[config.mk]
export PLATFORM = sky130hd
export DESIGN_NAME = serial_port
export DESIGN_NICKNAME = d
export VERILOG_FILES = /design/src/rtl/serial_tx_frame.v /design/src/rtl/serial_port.v
export VERILOG_INCLUDE_DIRS = /design/src /design/src/rtl
export SDC_FILE = /design/constraint.sdc
export NUM_CORES = 1
export LEC_CHECK = 0
export ABC_AREA = 1
export BUFFER_PORTS_ARGS = -buffer_cell sky130_fd_sc_hd__buf_2
export CORE_MARGIN = 3
export CORE_UTILIZATION = 40
export CTS_CLUSTER_DIAMETER = 50
export DETAILED_ROUTE_END_ITERATION = 7
export PLACE_DENSITY = 0.54
export SYNTH_ARGS = -nofsm -noshare
export SYNTH_HDL_FRONTEND = slang
export SYNTH_SLANG_ARGS = --single-unit
[constraint.sdc]
create_clock -name ref_clk_in -period 10.3 [get_ports ref_clk_in]
set_input_delay 2.06 -clock ref_clk_in [delete_from_list [all_inputs] [get_ports ref_clk_in]]
set_output_delay 2.06 -clock ref_clk_in [all_outputs]
set_load 0.005 [all_outputs]
[src/rtl/serial_port_map.vh]
// Contract
// - rank line status, data, thr empty, modem
// - identification value frozen during its access
// - bit 0 low when enabled interrupt pending
// - encode top source in identification bits 3..0
// - bit 3 only for timeout in fifo mode
// - identification bits 4 and 5 read zero
// - bits 6,7 follow fifo enable bit
// - fifo timeout after 4 idle char times
// - thr empty cleared by identification read, thr write
// - line format bits 1..0 give word length
// - bit 2 selects 1, 1.5 or 2 stops
// - receiver checks only first stop bit
// - parity bit after data when bit 3 set
// - bit 4 selects even, else odd parity
// - stick parity sends inverse of bit 4
// - bit 6 forces transmit output low
// - bit 7 maps offsets 0,1 to divisor
// - terminal ready low when modem bit 0 set
// - request to send low when modem bit 1
// - low four enable bits gate each class
// - interrupt pin driven only while modem bit 3
// - fifo enable bit enters or leaves fifo mode
`ifndef SERIAL_PORT_MAP_VH
`define SERIAL_PORT_MAP_VH
// register indices, byte address is four times the index
`define OFS_DATA 3'h0
`define OFS_IER 3'h1
`define OFS_IIR 3'h2
`define OFS_LCR 3'h3
`define OFS_MCR 3'h4
`define OFS_LSR 3'h5
`define OFS_MSR 3'h6
`define OFS_SCR 3'h7
// identification codes
`define IIR_NONE 4'h1
`define IIR_LS 4'h6
`define IIR_RDA 4'h4
`define IIR_TMO 4'hC
`define IIR_THRE 4'h2
`define IIR_MS 4'h0
`define IIR_FIFO_ON 2'h3
// field positions
`define LCR_STB 2
`define LCR_PEN 3
`define LCR_EPS 4
`define LCR_STICK 5
`define LCR_BRK 6
`define LCR_DIVISOR_LATCH_SELECT 7
`define MCR_DTR 0
`define MCR_RTS 1
`define MCR_IRQ_OUTPUT_ENABLE 3
`define IER_RDA 0
`define IER_THRE 1
`define IER_LS 2
`define IER_MS 3
`define FCR_EN 0
`define FCR_RXCLR 1
`define FCR_TXCLR 2
// reset values
`define LCR_RESET 8'h00
`define MCR_RESET 5'h00
`define IER_RESET 4'h0
`define DIV_RESET 16'h0001
`define MDM_IDLE 4'hF
// receive trigger levels in characters
`define TRIG_L0 5'h01
`define TRIG_L1 5'h04
`define TRIG_L2 5'h08
`define TRIG_L3 5'h0E
// timing in 16x oversample ticks
`define HALF_LAST 4'h7
`define SAMPLE_LAST 4'hF
`define BIT_LAST 6'h0F
`define STOP15_LAST 6'h17
`define STOP2_LAST 6'h1F
// timeout: 4 character times of 16 ticks per bit
`define TO_TICKS_PER_BIT 10'h040
`define START_BITS 4'h1
`define MIN_WORD 4'h5
`endif

[src/rtl/serial_tx_frame.v]
`timescale 1ns/10ps
`include "serial_port_map.vh"
module serial_tx_frame (
  // clock and reset
  input wire clk_in,
  input wire rst_n_in,
  // 16x bit tick and format bits 5..0 of line format control
  input wire tick_in,
  input wire [5:0] fmt_in,
  // character handshake
  input wire [7:0] data_in,
  input wire valid_in,
  output reg take_out,
  // line
  output reg ser_out,
  output wire busy_out
);
  localparam TX_IDLE = 3'h0;
  localparam TX_START = 3'h1;
  localparam TX_DATA = 3'h2;
  localparam TX_PAR = 3'h3;
  localparam TX_STOP = 3'h4;
  reg [2:0] st_r;
  reg [5:0] tk_r;
  reg [2:0] bit_r;
  reg [7:0] sh_r;
  reg par_r;
  reg [7:0] mask;
  reg [7:0] dm;
  reg par_nxt;
  wire [2:0] bit_last = 3'h4 + {1'b0, fmt_in[1:0]};
  wire [5:0] stop_last = !fmt_in[`LCR_STB] ? `BIT_LAST :
    (fmt_in[1:0] == 2'h0) ? `STOP15_LAST : `STOP2_LAST;
  assign busy_out = (st_r != TX_IDLE);

  always @*
  begin
    case (fmt_in[1:0])
      2'h0: mask = 8'h1F;
      2'h1: mask = 8'h3F;
      2'h2: mask = 8'h7F;
      default: mask = 8'hFF;
    endcase
    dm = data_in & mask;
    if (fmt_in[`LCR_STICK])
      par_nxt = ~fmt_in[`LCR_EPS];
    else if (fmt_in[`LCR_EPS])
      par_nxt = ^dm;
    else
      par_nxt = ~^dm;
  end

  always @*
  begin
    case (st_r)
      TX_START: ser_out = 1'h0;
      TX_DATA: ser_out = sh_r[0];
      TX_PAR: ser_out = par_r;
      default: ser_out = 1'h1;
    endcase
  end

  always @(posedge clk_in or negedge rst_n_in)
  begin
    if (!rst_n_in)
    begin
      st_r <= TX_IDLE;
      tk_r <= 6'h00;
      bit_r <= 3'h0;
      sh_r <= 8'h00;
      par_r <= 1'h0;
      take_out <= 1'h0;
    end
    else
    begin
      take_out <= 1'h0;
      case (st_r)
        TX_IDLE:
          if (valid_in && !take_out)
          begin
            take_out <= 1'h1;
            sh_r <= data_in;
            par_r <= par_nxt;
            tk_r <= 6'h00;
            st_r <= TX_START;
          end
        TX_START:
          if (tick_in)
          begin
            tk_r <= (tk_r == `BIT_LAST) ? 6'h00 : tk_r + 6'h01;
            if (tk_r == `BIT_LAST)
            begin
              bit_r <= 3'h0;
              st_r <= TX_DATA;
            end
          end
        TX_DATA:
          if (tick_in)
          begin
            tk_r <= (tk_r == `BIT_LAST) ? 6'h00 : tk_r + 6'h01;
            if (tk_r == `BIT_LAST)
            begin
              sh_r <= {1'h0, sh_r[7:1]};
              bit_r <= bit_r + 3'h1;
              if (bit_r == bit_last)
                st_r <= fmt_in[`LCR_PEN] ? TX_PAR : TX_STOP;
            end
          end
        TX_PAR:
          if (tick_in)
          begin
            tk_r <= (tk_r == `BIT_LAST) ? 6'h00 : tk_r + 6'h01;
            if (tk_r == `BIT_LAST)
              st_r <= TX_STOP;
          end
        TX_STOP:
          if (tick_in)
          begin
            tk_r <= tk_r + 6'h01;
            if (tk_r == stop_last)
            begin
              tk_r <= 6'h00;
              st_r <= TX_IDLE;
            end
          end
        default:
          st_r <= TX_IDLE;
      endcase
    end
  end
endmodule

[src/rtl/serial_port.v]
// Added by the designer: register access over APB.
`timescale 1ns/10ps
`include "serial_port_map.vh"
module serial_port #(
  parameter DEPTH = 16,
  parameter PTR_W = 4,
  parameter ADDR_W = 8
) (
  // clock and reset
  input wire ref_clk_in,
  input wire nrst_in,
  // apb slave
  input wire psel_in,
  input wire penable_in,
  input wire pwrite_in,
  input wire [ADDR_W-1:0] paddr_in,
  input wire [31:0] pwdata_in,
  output reg [31:0] prdata_out,
  output reg pready_out,
  output reg pslverr_out,
  // serial line
  input wire rxd_in,
  output reg txd_out,
  // modem lines
  input wire cts_n_in,
  input wire dsr_n_in,
  input wire ri_n_in,
  input wire dcd_n_in,
  output reg terminal_ready_n_out,
  output reg request_to_send_n_out,
  // interrupt pin with its enable
  output reg irq_out,
  output reg irq_oe_out
);
  localparam [PTR_W:0] DEPTH_N = DEPTH;
  localparam [PTR_W:0] ONE_N = 1;
  localparam RX_IDLE = 3'h0;
  localparam RX_START = 3'h1;
  localparam RX_DATA = 3'h2;
  localparam RX_PAR = 3'h3;
  localparam RX_STOP = 3'h4;
  localparam RX_WAIT = 3'h5;

  function [3:0] iir_code;
    input ls, rda, tmo, thre, ms;
    begin
      if (ls)
        iir_code = `IIR_LS;
      else if (rda)
        iir_code = `IIR_RDA;
      else if (tmo)
        iir_code = `IIR_TMO;
      else if (thre)
        iir_code = `IIR_THRE;
      else if (ms)
        iir_code = `IIR_MS;
      else
        iir_code = `IIR_NONE;
    end
  endfunction

  function [4:0] trig_level;
    input [1:0] sel;
    begin
      case (sel)
        2'h0: trig_level = `TRIG_L0;
        2'h1: trig_level = `TRIG_L1;
        2'h2: trig_level = `TRIG_L2;
        default: trig_level = `TRIG_L3;
      endcase
    end
  endfunction

  reg rst_meta_r;
  reg rst_n;
  always @(posedge ref_clk_in or negedge nrst_in)
  begin
    if (!nrst_in)
    begin
      rst_meta_r <= 1'h0;
      rst_n <= 1'h0;
    end
    else
    begin
      rst_meta_r <= 1'h1;
      rst_n <= rst_meta_r;
    end
  end

  reg [7:0] lcr_r;
  reg [4:0] mcr_r;
  reg [3:0] ier_r;
  reg [7:0] scr_r;
  reg [15:0] div_r;
  reg fifo_en_r;
  reg [1:0] trig_r;
  reg [3:0] iir_hold_r;
  reg [3:0] lsr_err_r;
  reg [3:0] mdm_prev_r;
  reg [3:0] delta_r;
  reg thre_pend_r;
  reg tx_empty_d_r;
  reg to_r;
  reg [9:0] to_cnt_r;
  reg [15:0] bd_cnt_r;
  reg tick_r;

  // bus decode; offsets are word indices
  wire [2:0] idx = paddr_in[4:2];
  wire addr_ok = (paddr_in[1:0] == 2'h0) && ~|paddr_in[ADDR_W-1:5];
  wire setup = psel_in & ~penable_in;
  wire access = psel_in & penable_in & pready_out & ~pslverr_out;
  wire wr = access & pwrite_in;
  wire rd = access & ~pwrite_in;
  wire divisor_latch_select = lcr_r[`LCR_DIVISOR_LATCH_SELECT];
  wire wr_thr = wr && idx == `OFS_DATA && !divisor_latch_select;
  wire rd_rbr = rd && idx == `OFS_DATA && !divisor_latch_select;
  wire wr_ier = wr && idx == `OFS_IER && !divisor_latch_select;
  wire wr_fcr = wr && idx == `OFS_IIR;
  wire rd_iir = rd && idx == `OFS_IIR;
  wire rd_lsr = rd && idx == `OFS_LSR;
  wire rd_msr = rd && idx == `OFS_MSR;
  wire fcr_mode_chg = wr_fcr && (pwdata_in[`FCR_EN] != fifo_en_r);
  wire rx_clr = wr_fcr && (pwdata_in[`FCR_RXCLR] || fcr_mode_chg);
  wire tx_clr = wr_fcr && (pwdata_in[`FCR_TXCLR] || fcr_mode_chg);

  // receive queue holds {break, framing, parity, data}
  reg [10:0] rxq [0:DEPTH-1];
  reg [PTR_W-1:0] rx_wp_r;
  reg [PTR_W-1:0] rx_rp_r;
  reg [PTR_W:0] rx_cnt_r;
  reg rx_done_r;
  reg [10:0] rx_word_r;
  wire [PTR_W:0] cap = fifo_en_r ? DEPTH_N : ONE_N;
  wire rx_full = (rx_cnt_r == cap);
  wire rx_pop = rd_rbr && rx_cnt_r != 0;
  wire rx_push = rx_done_r && !rx_full && !rx_clr;
  wire [10:0] rx_top = rxq[rx_rp_r];

  always @(posedge ref_clk_in)
  begin
    if (rx_push)
      rxq[rx_wp_r] <= rx_word_r;
  end

  always @(posedge ref_clk_in or negedge rst_n)
  begin
    if (!rst_n)
    begin
      rx_wp_r <= {PTR_W{1'h0}};
      rx_rp_r <= {PTR_W{1'h0}};
      rx_cnt_r <= {(PTR_W+1){1'h0}};
    end
    else if (rx_clr)
    begin
      rx_wp_r <= {PTR_W{1'h0}};
      rx_rp_r <= {PTR_W{1'h0}};
      rx_cnt_r <= {(PTR_W+1){1'h0}};
    end
    else
    begin
      if (rx_push)
        rx_wp_r <= rx_wp_r + 1'h1;
      if (rx_pop)
        rx_rp_r <= rx_rp_r + 1'h1;
      if (rx_push && !rx_pop)
        rx_cnt_r <= rx_cnt_r + 1'h1;
      else if (rx_pop && !rx_push)
        rx_cnt_r <= rx_cnt_r - 1'h1;
    end
  end

  // transmit queue feeding the frame builder
  reg [7:0] txq [0:DEPTH-1];
  reg [PTR_W-1:0] tx_wp_r;
  reg [PTR_W-1:0] tx_rp_r;
  reg [PTR_W:0] tx_cnt_r;
  wire tx_take;
  wire tx_busy;
  wire tx_ser;
  wire tx_empty = (tx_cnt_r == 0);
  wire tx_push = wr_thr && tx_cnt_r != cap && !tx_clr;
  wire tx_pop = tx_take && !tx_empty && !tx_clr;

  always @(posedge ref_clk_in)
  begin
    if (tx_push)
      txq[tx_wp_r] <= pwdata_in[7:0];
  end

  always @(posedge ref_clk_in or negedge rst_n)
  begin
    if (!rst_n)
    begin
      tx_wp_r <= {PTR_W{1'h0}};
      tx_rp_r <= {PTR_W{1'h0}};
      tx_cnt_r <= {(PTR_W+1){1'h0}};
    end
    else if (tx_clr)
    begin
      tx_wp_r <= {PTR_W{1'h0}};
      tx_rp_r <= {PTR_W{1'h0}};
      tx_cnt_r <= {(PTR_W+1){1'h0}};
    end
    else
    begin
      if (tx_push)
        tx_wp_r <= tx_wp_r + 1'h1;
      if (tx_pop)
        tx_rp_r <= tx_rp_r + 1'h1;
      if (tx_push && !tx_pop)
        tx_cnt_r <= tx_cnt_r + 1'h1;
      else if (tx_pop && !tx_push)
        tx_cnt_r <= tx_cnt_r - 1'h1;
    end
  end

  serial_tx_frame u_tx (
    .clk_in(ref_clk_in),
    .rst_n_in(rst_n),
    .tick_in(tick_r),
    .fmt_in(lcr_r[5:0]),
    .data_in(txq[tx_rp_r]),
    .valid_in(!tx_empty),
    .take_out(tx_take),
    .ser_out(tx_ser),
    .busy_out(tx_busy)
  );

  // divisor of zero behaves as one so the tick never stops
  wire [15:0] div_last = (div_r == 16'h0000) ? 16'h0000 : div_r - 16'h0001;
  always @(posedge ref_clk_in or negedge rst_n)
  begin
    if (!rst_n)
    begin
      bd_cnt_r <= 16'h0000;
      tick_r <= 1'h0;
    end
    else
    begin
      tick_r <= (bd_cnt_r >= div_last);
      bd_cnt_r <= (bd_cnt_r >= div_last) ? 16'h0000 : bd_cnt_r + 16'h0001;
    end
  end

  // receiver, sampled at bit centres
  reg [2:0] rx_st_r;
  reg [3:0] rx_tk_r;
  reg [2:0] rx_bit_r;
  reg [7:0] rx_sh_r;
  reg rx_pe_r;
  reg rx_zero_r;
  wire [2:0] rx_bit_last = 3'h4 + {1'b0, lcr_r[1:0]};
  wire [7:0] rx_mask = 8'hFF >> (2'h3 - lcr_r[1:0]);
  wire [7:0] rx_dm = rx_sh_r & rx_mask;
  wire rx_exp = lcr_r[`LCR_STICK] ? ~lcr_r[`LCR_EPS] :
    (lcr_r[`LCR_EPS] ? ^rx_dm : ~^rx_dm);

  always @(posedge ref_clk_in or negedge rst_n)
  begin
    if (!rst_n)
    begin
      rx_st_r <= RX_IDLE;
      rx_tk_r <= 4'h0;
      rx_bit_r <= 3'h0;
      rx_sh_r <= 8'h00;
      rx_pe_r <= 1'h0;
      rx_zero_r <= 1'h0;
      rx_done_r <= 1'h0;
      rx_word_r <= 11'h000;
    end
    else
    begin
      rx_done_r <= 1'h0;
      if (tick_r)
      begin
        rx_tk_r <= rx_tk_r + 4'h1;
        case (rx_st_r)
          RX_IDLE:
          begin
            rx_tk_r <= 4'h0;
            if (!rxd_in)
              rx_st_r <= RX_START;
          end
          RX_START:
            if (rx_tk_r == `HALF_LAST)
            begin
              rx_tk_r <= 4'h0;
              rx_bit_r <= 3'h0;
              rx_sh_r <= 8'h00;
              rx_pe_r <= 1'h0;
              rx_zero_r <= 1'h1;
              rx_st_r <= rxd_in ? RX_IDLE : RX_DATA;
            end
          RX_DATA:
            if (rx_tk_r == `SAMPLE_LAST)
            begin
              rx_sh_r[rx_bit_r] <= rxd_in;
              rx_zero_r <= rx_zero_r & ~rxd_in;
              rx_bit_r <= rx_bit_r + 3'h1;
              if (rx_bit_r == rx_bit_last)
                rx_st_r <= lcr_r[`LCR_PEN] ? RX_PAR : RX_STOP;
            end
          RX_PAR:
            if (rx_tk_r == `SAMPLE_LAST)
            begin
              rx_pe_r <= rxd_in ^ rx_exp;
              rx_zero_r <= rx_zero_r & ~rxd_in;
              rx_st_r <= RX_STOP;
            end
          RX_STOP:
            if (rx_tk_r == `SAMPLE_LAST)
            begin
              // a break loads one zero character
              rx_done_r <= 1'h1;
              rx_word_r <= {rx_zero_r & ~rxd_in, ~rxd_in, rx_pe_r, rx_dm};
              rx_st_r <= rxd_in ? RX_IDLE : RX_WAIT;
            end
          RX_WAIT:
            if (rxd_in)
              rx_st_r <= RX_IDLE;
          default:
            rx_st_r <= RX_IDLE;
        endcase
      end
    end
  end

  // character timeout
  wire [3:0] frame_bits = `START_BITS + `MIN_WORD + {2'h0, lcr_r[1:0]} +
    {3'h0, lcr_r[`LCR_PEN]} + (lcr_r[`LCR_STB] ? 4'h2 : 4'h1);
  wire [9:0] to_limit = {6'h00, frame_bits} * `TO_TICKS_PER_BIT;
  wire to_run = fifo_en_r && rx_cnt_r != 0 && !rx_push && !rx_pop;
  wire to_fire = to_run && to_cnt_r == to_limit;

  // interrupt sources, each gated by its enable
  wire ls_int = ier_r[`IER_LS] & |lsr_err_r;
  wire rda_int = ier_r[`IER_RDA] & (fifo_en_r ?
    (rx_cnt_r >= trig_level(trig_r)) : (rx_cnt_r != 0));
  wire to_int = ier_r[`IER_RDA] & fifo_en_r & to_r;
  wire thre_int = ier_r[`IER_THRE] & thre_pend_r;
  wire ms_int = ier_r[`IER_MS] & |delta_r;
  wire [3:0] code = iir_code(ls_int, rda_int, to_int, thre_int, ms_int);
  wire [7:0] iir_val = {fifo_en_r ? `IIR_FIFO_ON : 2'h0, 2'h0, code};
  wire [3:0] mdm_now = {dcd_n_in, ri_n_in, dsr_n_in, cts_n_in};
  wire [3:0] mdm_chg = {mdm_prev_r[3] ^ mdm_now[3], ~mdm_prev_r[2] & mdm_now[2],
    mdm_prev_r[1:0] ^ mdm_now[1:0]};
  wire [3:0] err_set = {rx_push & rx_word_r[10], rx_push & rx_word_r[9],
    rx_push & rx_word_r[8], rx_done_r & rx_full};
  wire thre_set = (tx_empty & ~tx_empty_d_r) |
    (wr_ier & pwdata_in[`IER_THRE] & ~ier_r[`IER_THRE] & tx_empty);
  wire thre_clr = wr_thr | (rd_iir & iir_hold_r == `IIR_THRE);

  reg [7:0] rd_mux;
  always @*
  begin
    case (idx)
      `OFS_DATA: rd_mux = divisor_latch_select ? div_r[7:0] : rx_top[7:0];
      `OFS_IER: rd_mux = divisor_latch_select ? div_r[15:8] : {4'h0, ier_r};
      `OFS_IIR: rd_mux = iir_val;
      `OFS_LCR: rd_mux = lcr_r;
      `OFS_MCR: rd_mux = {3'h0, mcr_r};
      `OFS_LSR: rd_mux = {fifo_en_r & |lsr_err_r[3:1], tx_empty & ~tx_busy,
        tx_empty, lsr_err_r, rx_cnt_r != 0};
      `OFS_MSR: rd_mux = {~mdm_now, delta_r};
      default: rd_mux = scr_r;
    endcase
  end

  always @(posedge ref_clk_in or negedge rst_n)
  begin
    if (!rst_n)
    begin
      lcr_r <= `LCR_RESET;
      mcr_r <= `MCR_RESET;
      ier_r <= `IER_RESET;
      scr_r <= 8'h00;
      div_r <= `DIV_RESET;
      fifo_en_r <= 1'h0;
      trig_r <= 2'h0;
      iir_hold_r <= `IIR_NONE;
      lsr_err_r <= 4'h0;
      mdm_prev_r <= `MDM_IDLE;
      delta_r <= 4'h0;
      thre_pend_r <= 1'h0;
      tx_empty_d_r <= 1'h1;
      to_r <= 1'h0;
      to_cnt_r <= 10'h000;
      prdata_out <= 32'h00000000;
      pready_out <= 1'h0;
      pslverr_out <= 1'h0;
      txd_out <= 1'h1;
      terminal_ready_n_out <= 1'h1;
      request_to_send_n_out <= 1'h1;
      irq_out <= 1'h0;
      irq_oe_out <= 1'h0;
    end
    else
    begin
      pready_out <= setup;
      pslverr_out <= setup & ~addr_ok;
      // the snapshot taken at setup is what the access returns
      if (setup)
      begin
        prdata_out <= {24'h000000, rd_mux};
        iir_hold_r <= code;
      end
      if (wr)
      begin
        case (idx)
          `OFS_DATA:
            if (divisor_latch_select)
              div_r[7:0] <= pwdata_in[7:0];
          `OFS_IER:
            if (divisor_latch_select)
              div_r[15:8] <= pwdata_in[7:0];
            else
              ier_r <= pwdata_in[3:0];
          `OFS_IIR:
          begin
            fifo_en_r <= pwdata_in[`FCR_EN];
            if (pwdata_in[`FCR_EN])
              trig_r <= pwdata_in[7:6];
          end
          `OFS_LCR: lcr_r <= pwdata_in[7:0];
          `OFS_MCR: mcr_r <= pwdata_in[4:0];
          `OFS_SCR: scr_r <= pwdata_in[7:0];
          default: scr_r <= scr_r;
        endcase
      end
      // new events win over a clearing read in the same cycle
      lsr_err_r <= (rd_lsr ? 4'h0 : lsr_err_r) | err_set;
      mdm_prev_r <= mdm_now;
      delta_r <= (rd_msr ? 4'h0 : delta_r) | mdm_chg;
      tx_empty_d_r <= tx_empty;
      thre_pend_r <= thre_set | (thre_pend_r & ~thre_clr);
      if (!to_run)
        to_cnt_r <= 10'h000;
      else if (tick_r && to_cnt_r != to_limit)
        to_cnt_r <= to_cnt_r + 10'h001;
      to_r <= to_fire | (to_r & ~(rx_pop | rx_push | rx_clr | ~fifo_en_r));
      txd_out <= lcr_r[`LCR_BRK] ? 1'h0 : tx_ser;
      terminal_ready_n_out <= ~mcr_r[`MCR_DTR];
      request_to_send_n_out <= ~mcr_r[`MCR_RTS];
      irq_out <= ~code[0];
      irq_oe_out <= mcr_r[`MCR_IRQ_OUTPUT_ENABLE];
    end
  end
endmodule

## After elaboration in Yosys (flattened, before gate mapping)

Memory sizes are Yosys's and may differ from the RTL's.
Cells that the tools add are included.

| operators by class | value |
|---|---|
| add/subtract/negate cells | 20 |
| mux-type cells | 105 |
| equality and inequality tests | 52 |
| reduce and logical (&&, ||, !) cells | 95 |
| bitwise gates (word level) | 60 |
| shift-type cells | 1 |
| $lt $le $gt $ge | 4 |

Operators with widths:

| cell | count |
|---|---|
| two-way mux 3 bit | 25 |
| two-way mux 4 bit | 15 |
| two-way mux 8 bit | 7 |
| one-hot mux 8 bit (7 select lines) | 1 |
| two-way mux 6 bit | 6 |
| two-way mux 5 bit | 7 |
| logical AND 1 bit | 32 |
| two-way mux 16 bit | 2 |
| one-hot mux 8 bit (2 select lines) | 2 |
| AND 1 bit | 28 |
| one-hot mux 8 bit (3 select lines) | 1 |
| != test 2 bit (second input constant) | 11 |
| equality test 3 bit (second input constant) | 7 |
| two-way mux 1 bit | 21 |
| adder 4 x 1 -> 4 bit (second input constant) | 5 |
| two-way mux 10 bit | 2 |
| AND reduction 4 bit | 5 |
| equality test 3 x 2 -> 1 bit (second input constant) | 6 |
| != test 2 x 1 -> 1 bit (second input constant) | 9 |
| one-hot mux 3 bit (6 select lines) | 1 |
| one-hot mux 6 bit (3 select lines) | 1 |
| nonzero test 2 bit | 9 |
| NOT 1 bit | 17 |
| adder 16 x 1 -> 16 bit (second input constant) | 1 |
| other kinds (63) | 116 |

| word-level totals | value |
|---|---|
| output and inout port bits | 39 |
| memories | 2 |
| logic and storage cells | 387 |
| register bits | 187 |
| bits in writable memories | 304 |
| bits of input ports | 50 |

Memory list:

| memory | depth | width | read ports | clocked after Yosys merged registers in | wr ports | RTL line | text |
|---|---|---|---|---|---|---|---|
| rxq | 16 | 11 | 1 | 0 | 1 | serial_port.v:128 | `reg [10:0] rxq [0:DEPTH-1];` |
| txq | 16 | 8 | 1 | 0 | 1 | serial_port.v:174 | `reg [7:0] txq [0:DEPTH-1];` |

## Longest topological paths before layout

| logic depth | value |
|---|---|
| depth after elaboration | 16 |
| depth in mapped cells | 20 |
| mapped depth without buffers | 18 |

## Cells and area by module

From an unflattened synthesis, not the netlist that was laid out.

| unflattened totals | value |
|---|---|
| cell total of the unflattened synthesis | 2,254 |
| area, all modules | 21,365.5 sq um |

Modules (own cells, without submodules):

| module | times used | cells an instance | seq. area each (sq um) | area an instance (sq um) |
|---|---|---|---|---|
| serial_port | 1 | 2,037 | 11,828.8 | 19,854.0 |
| serial_tx_frame | 1 | 217 | 550.5 | 1,511.4 |

## Worst setup path after synthesis

Ideal clock, no wire load.

| timing | value |
|---|---|
| path kind | input port to flip-flop |
| from | input paddr_in[2] |
| to | register rx_cnt_r[4] |
| data arrival time | 4.079 ns |
| path buffers | 0 |
| library setup time | 0.076 ns |
| cell stages on the path | 15 |
| slack | 6.144 ns |
| required time | 10.224 ns |
| cell sequence | nor2_1 > nand2_2 > nor2_1 > inv_1 > nor2_1 > nand2_1 > nand2_1 > ha_1 > nand2_1 > nand2_1 > a21oi_1 > xor2_1 > xor2_1 > nand2_1 > o21ai_1 |

| between the ends | value |
|---|---|
| longest elaborated chain between the ends | 10 |
| elaborated cells between the ends (all ways) | 18 |
| classes of those cells | eq/ne: 1; mux: 2; reduce/logical: 15 |

Ends and longest elaborated chain:

| what | RTL line | text |
|---|---|---|
| start, declared | serial_port.v:16 | `input wire [ADDR_W-1:0] paddr_in,` |
| equality test 3 x 2 -> 1 bit | n/a |  |
| logical AND 1 bit (no source line) | n/a |  |
| logical AND 1 bit | serial_port.v:123 | `` wire fcr_mode_chg = wr_fcr && (pwdata_in[`FCR_EN] != fifo_en_r); `` |
| logical OR 1 bit | serial_port.v:124 | `` wire rx_clr = wr_fcr && (pwdata_in[`FCR_RXCLR] \|\| fcr_mode_chg); `` |
| logical AND 1 bit | serial_port.v:124 |  |
| zero test 1 bit | serial_port.v:137 | `wire rx_push = rx_done_r && !rx_full && !rx_clr;` |
| logical AND 1 bit | serial_port.v:137 |  |
| logical AND 1 bit / zero test 1 bit (equally long branches) | serial_port.v:166, serial_port.v:168 |  |
| two-way mux 5 bit / logical AND 1 bit (equally long branches) | serial_port.v:166, serial_port.v:168 |  |
| two-way mux 5 bit / nonzero test 3 bit (equally long branches) | n/a |  |
| end signal, assigned | serial_port.v:158 | `rx_cnt_r <= {(PTR_W+1){1'h0}};` |
| end signal, assigned | serial_port.v:167 | `rx_cnt_r <= rx_cnt_r + 1'h1;` |
| end signal, assigned | serial_port.v:169 | `rx_cnt_r <= rx_cnt_r - 1'h1;` |
| end, declared | serial_port.v:131 | `reg [PTR_W:0] rx_cnt_r;` |

Several ways; a longest one is shown, not always the timed one.
A chain may end at the register's enable or synchronous reset.

## Worst setup path in the final report

| timing | value |
|---|---|
| from | input penable_in |
| to | register rx_cnt_r[4] |

| between the ends | value |
|---|---|
| longest elaborated chain between the ends | 13 |
| elaborated cells between the ends (all ways) | 21 |
| classes of those cells | mux: 2; bitwise: 5; reduce/logical: 14 |

Ends and longest elaborated chain:

| what | RTL line | text |
|---|---|---|
| start, declared | serial_port.v:14 | `input wire penable_in,` |
| AND 1 bit (*) (3 in series) | serial_port.v:112 | `wire access = psel_in & penable_in & pready_out & ~pslverr_out;` |
| AND 1 bit | serial_port.v:113 | `wire wr = access & pwrite_in;` |
| logical AND 1 bit (no source line) | n/a |  |
| logical AND 1 bit | serial_port.v:123 |  |
| logical OR 1 bit | serial_port.v:124 |  |
| logical AND 1 bit | serial_port.v:124 |  |
| zero test 1 bit | serial_port.v:137 |  |
| logical AND 1 bit | serial_port.v:137 |  |
| logical AND 1 bit / zero test 1 bit (equally long branches) | serial_port.v:166, serial_port.v:168 |  |
| two-way mux 5 bit / logical AND 1 bit (equally long branches) | serial_port.v:166, serial_port.v:168 |  |
| two-way mux 5 bit / nonzero test 3 bit (equally long branches) | n/a |  |

Mark *: on every way between the ends. The rest lies on a longest branch, timed or not.

==> run_results.csv <==
group,metric,value,unit
floorplanning,floorplan.initialDensity,40.7,%
global_routing,grt_pass1_wl,84.6,mm
synth,post_synth_num_cell_types,56,
sta,finalWorstSetupSlack,5690,ps
setup_path,data_arrival_time_of_the_critical_path,5150,ps
final_layout,fillers,4959,
run_status,status,"complete, no violations",
clocking,clk_root_buffer_cell,"clkbuf_16",
clocking,cts.repair.resized,0,
power_and_ir_drop,ir_worst_vdd,157,uV
final_layout,post_route_cells_drive_above_1_share,8.95,%
global_routing,met2_track_demand_over_resource,30.9,%
floorplanning,total_die_area,55100,um^2
sta,tightestPinTransition,987,ps
sta,drv_slew,0,
global_routing,global_routing_met3_resource_utilization,2.79,%
placement,place_area,21800,um^2
clocking,clkTransAtPathRegs,60,ps
clocking,cts.repair_timing.setup_buffer_count,0,
sta,setup_viol,0,
global_routing,grt_overflow,0,
clocking,clk_sink_count,443,
route,drc,0,
setup_path,critical_path_peak_fanout,9,
sta,grt_setup_unrepaired,"false",
final_layout,fin_nets,2356,
placement,gp_congestion,0.891,
power_and_ir_drop,leakage,0.00986,uW
global_routing,grt_max_degree,82,
run,cap_violations,0,
global_routing,busiest_layer,"met2",
setup_path,startpoint_type,"input pin",
clocking,clockBufferDepth,3,
placement,detailedPlace.worstSlack,5010,ps
synth,synthArstFlopShare,42.2,%
clocking,cts_tree,"built",
setup_path,cp.required,10840,ps
power_and_ir_drop,fin_total_pwr,5470,uW
clocking,cts_buffer_count,55,
floorplanning,die_h,235,um
global_routing,track_usage,19.3,%
synth,synth-edff-count,256,
placement,dp_wirelength,36.4,mm
setup_path,critical_path.endpoint_type,"flip-flop",
sta,slew_headroom,34.2,%
route,drt-wirelength-per-cell,18.2,um
final_layout,mostFrequentLayoutCells,"450 x nand2_1, 267 x nor2_1, 256 x edfxtp_1",
synth,ys_warn_count,0,
hold_path,hp-class,"reg -> async",
synth,synth_flop_cell,"edfxtp_1",
sta,fin_crit,4610,ps
final_layout,area.growth.synth_to_final,13.4,%
synth,ys_seq_elements,443,
clocking,cts_hold_repair.buffers,0,
route,drt-total-wl,54.2,mm
synth,syn_inst,2198,
global_routing,grt_use_met1,27.3,%
placement,port_buffers,40,
floorplanning,core_region_area,51500,um^2
synth,syn_avg_cell_area,9.53,um^2
setup_path,criticalPathCategory,"in -> reg",
synth,synth_area,20900,um^2
final_layout,mostFrequentLayoutCell,"nand2_1",
final_layout,final_cell_area,23700,um^2
route,route.antenna.remaining_nets,0,
sta,post-route-period-util,44.8,%
route,via_cell_ratio,5.20,
global_routing,grt_antenna_before_repair,1,
sta,final_skew,28.6,ps
clocking,clkLatencyLatePin,610,ps
floorplanning,floorplan.die.width,235,um
route,drt_pass1_iterations,5,
floorplanning,ios,89,
clocking,cts_max_level,2,
route,vias,15500,
setup_path,worst-r2r-setup-slack,6680,ps
synth,synth.yosys.seq_area_share,59.1,%
sta,maxClockFrequency,217,MHz
power_and_ir_drop,power_per_cell_area,231,nW/um^2
floorplanning,placement_rows,83,
global_routing,first_global_vias,15000,
route,first_drt_iteration_drcs,1198,
sta,hold_violations,0,
sta,fin_tns_setup,0,ps
synth_stat cells (2+ instances only):
| cell | count | area (um^2) |
|---|---|---|
| nand2_1 | 450 | 1690 |
| nor2_1 | 267 | 1000 |
| edfxtp_1 | 256 | 7690 |
| inv_1 | 226 | 848 |
| o21ai_0 | 213 | 1070 |
| dfrtp_1 | 177 | 4430 |
| nand3_1 | 125 | 626 |
| a21oi_1 | 74 | 370 |
| ha_1 | 48 | 601 |
| clkbuf_1 | 44 | 165 |
| nor3_1 | 44 | 220 |
| o22ai_1 | 40 | 250 |
| xor2_1 | 28 | 245 |
| buf_4 | 25 | 188 |
| nand4_1 | 18 | 113 |
| buf_2 | 17 | 85.1 |
| xnor2_1 | 15 | 131 |
| o221ai_1 | 13 | 114 |
| o211ai_1 | 11 | 82.6 |
| dfstp_2 | 10 | 263 |
| inv_2 | 9 | 33.8 |
| clkinv_1 | 7 | 26.3 |
| a211oi_1 | 6 | 45.0 |
| o21ai_1 | 6 | 30.0 |
| or2_2 | 6 | 37.5 |
| a221oi_1 | 5 | 43.8 |
| nor4_1 | 5 | 31.3 |
| o21a_1 | 5 | 37.5 |
| a31oi_1 | 3 | 18.8 |
| fa_1 | 3 | 60.1 |
| mux2i_1 | 3 | 30.0 |
| nand2_2 | 3 | 18.8 |
| nor3_2 | 3 | 30.0 |
| nor3_4 | 3 | 48.8 |
| o31ai_1 | 3 | 22.5 |
| buf_1 | 2 | 7.51 |
| conb_1 | 2 | 7.51 |
| nand3b_1 | 2 | 15.0 |
| nor2_2 | 2 | 12.5 |
| nor2_4 | 2 | 22.5 |
| o2111ai_1 | 2 | 17.5 |
critical path: stages:
cell and delay [ps]:
buf_2 80, nand2_1 50, nor3_1 560, nand2_1 320, nor2_4 200, inv_2 70, a21oi_4 310, nor2_2 130
nand2_1 260, ha_1 330, nand2_1 100, nand2_1 50, a21oi_1 160, xor2_1 190, xor2_1 150, nand2_1 60
o21ai_1 70
per-layer routing:
| metal | routed length [um] | vias to the layer above |
|---|---|---|
| li1 | - | 7511 |
| met2 | 24900 | 382 |
| met3 | 2630 | 90 |
| met4 | 1520 | 0 |
| met5 | 0 | - |
| met1 | 25200 | 7519 |
cell families after synthesis:
family,count (synthesis),share of synthesized area [%]
AOI/OAI and AO/OA,390,10.5
xor gates and xnor gates,43,1.80
adders and majority gates,51,3.16
buffers and inverters,330,6.47
DFF,443,59.1
muxes,4,0.197
other,2,0.0359
and+or+nand+nor,935,18.7
registers in the layout (all words and copies together), names as in the netlist, 5 cells and up:
register	cells
bd_cnt_r	16
div_r	16
lcr_r	8
mcr_r	5
prdata_out	8
rx_cnt_r	5
rx_sh_r	8
rx_word_r	11
rxq	128
scr_r	8
to_cnt_r	10
tx_cnt_r	5
txq	128
u_tx.sh_r	8
u_tx.tk_r	6
final timing paths:
kind	startpoint	end	cells past startpoint
hold reg to reg	rst_n	prdata_out[3]	0
hold / removal	rst_n	prdata_out[3]	0
setup / recovery	penable_in	rx_cnt_r[4]	17
setup reg to reg	div_r[0]	bd_cnt_r[13]	14
min in group ref_clk_in	rst_meta_r	rst_n	0
max in group asynchronous	rst_n	tx_rp_r[0]	1
per-stage QoR:
stage               utilization, %  hold slack (ps)  cells
floorplan                        -              331   2221
global placement              42.4              340   2878
detailed placement            42.4              344   2878
CTS                           46.1              361   2982
global route                  46.1              361   2983
finish                        46.1              327   2983
cell type report:
| class | count | area, um^2 | share of cell area (%) |
|---|---|---|---|
| timing repair buffer | 65 | 388 | 1.63 |
| sequential | 443 | 12400 | 52.2 |
| tap | 680 | 851 | 3.58 |
| inverter | 242 | 908 | 3.83 |
| antenna | 1 | 2.50 | 0.0105 |
| clock inverter | 37 | 442 | 1.86 |
| clock buffer | 67 | 1460 | 6.16 |
| multi-input combinational | 1448 | 7300 | 30.7 |
report_power, final:
part / total (uW) / internal [uW] / switching (uW)
logic: 1360 / 420 / 944
registers: 2130 / 2000 / 132
clock network: 1980 / 1180 / 800
total: 5470 / 3600 / 1880
Power figures use the tool's default switching activity.
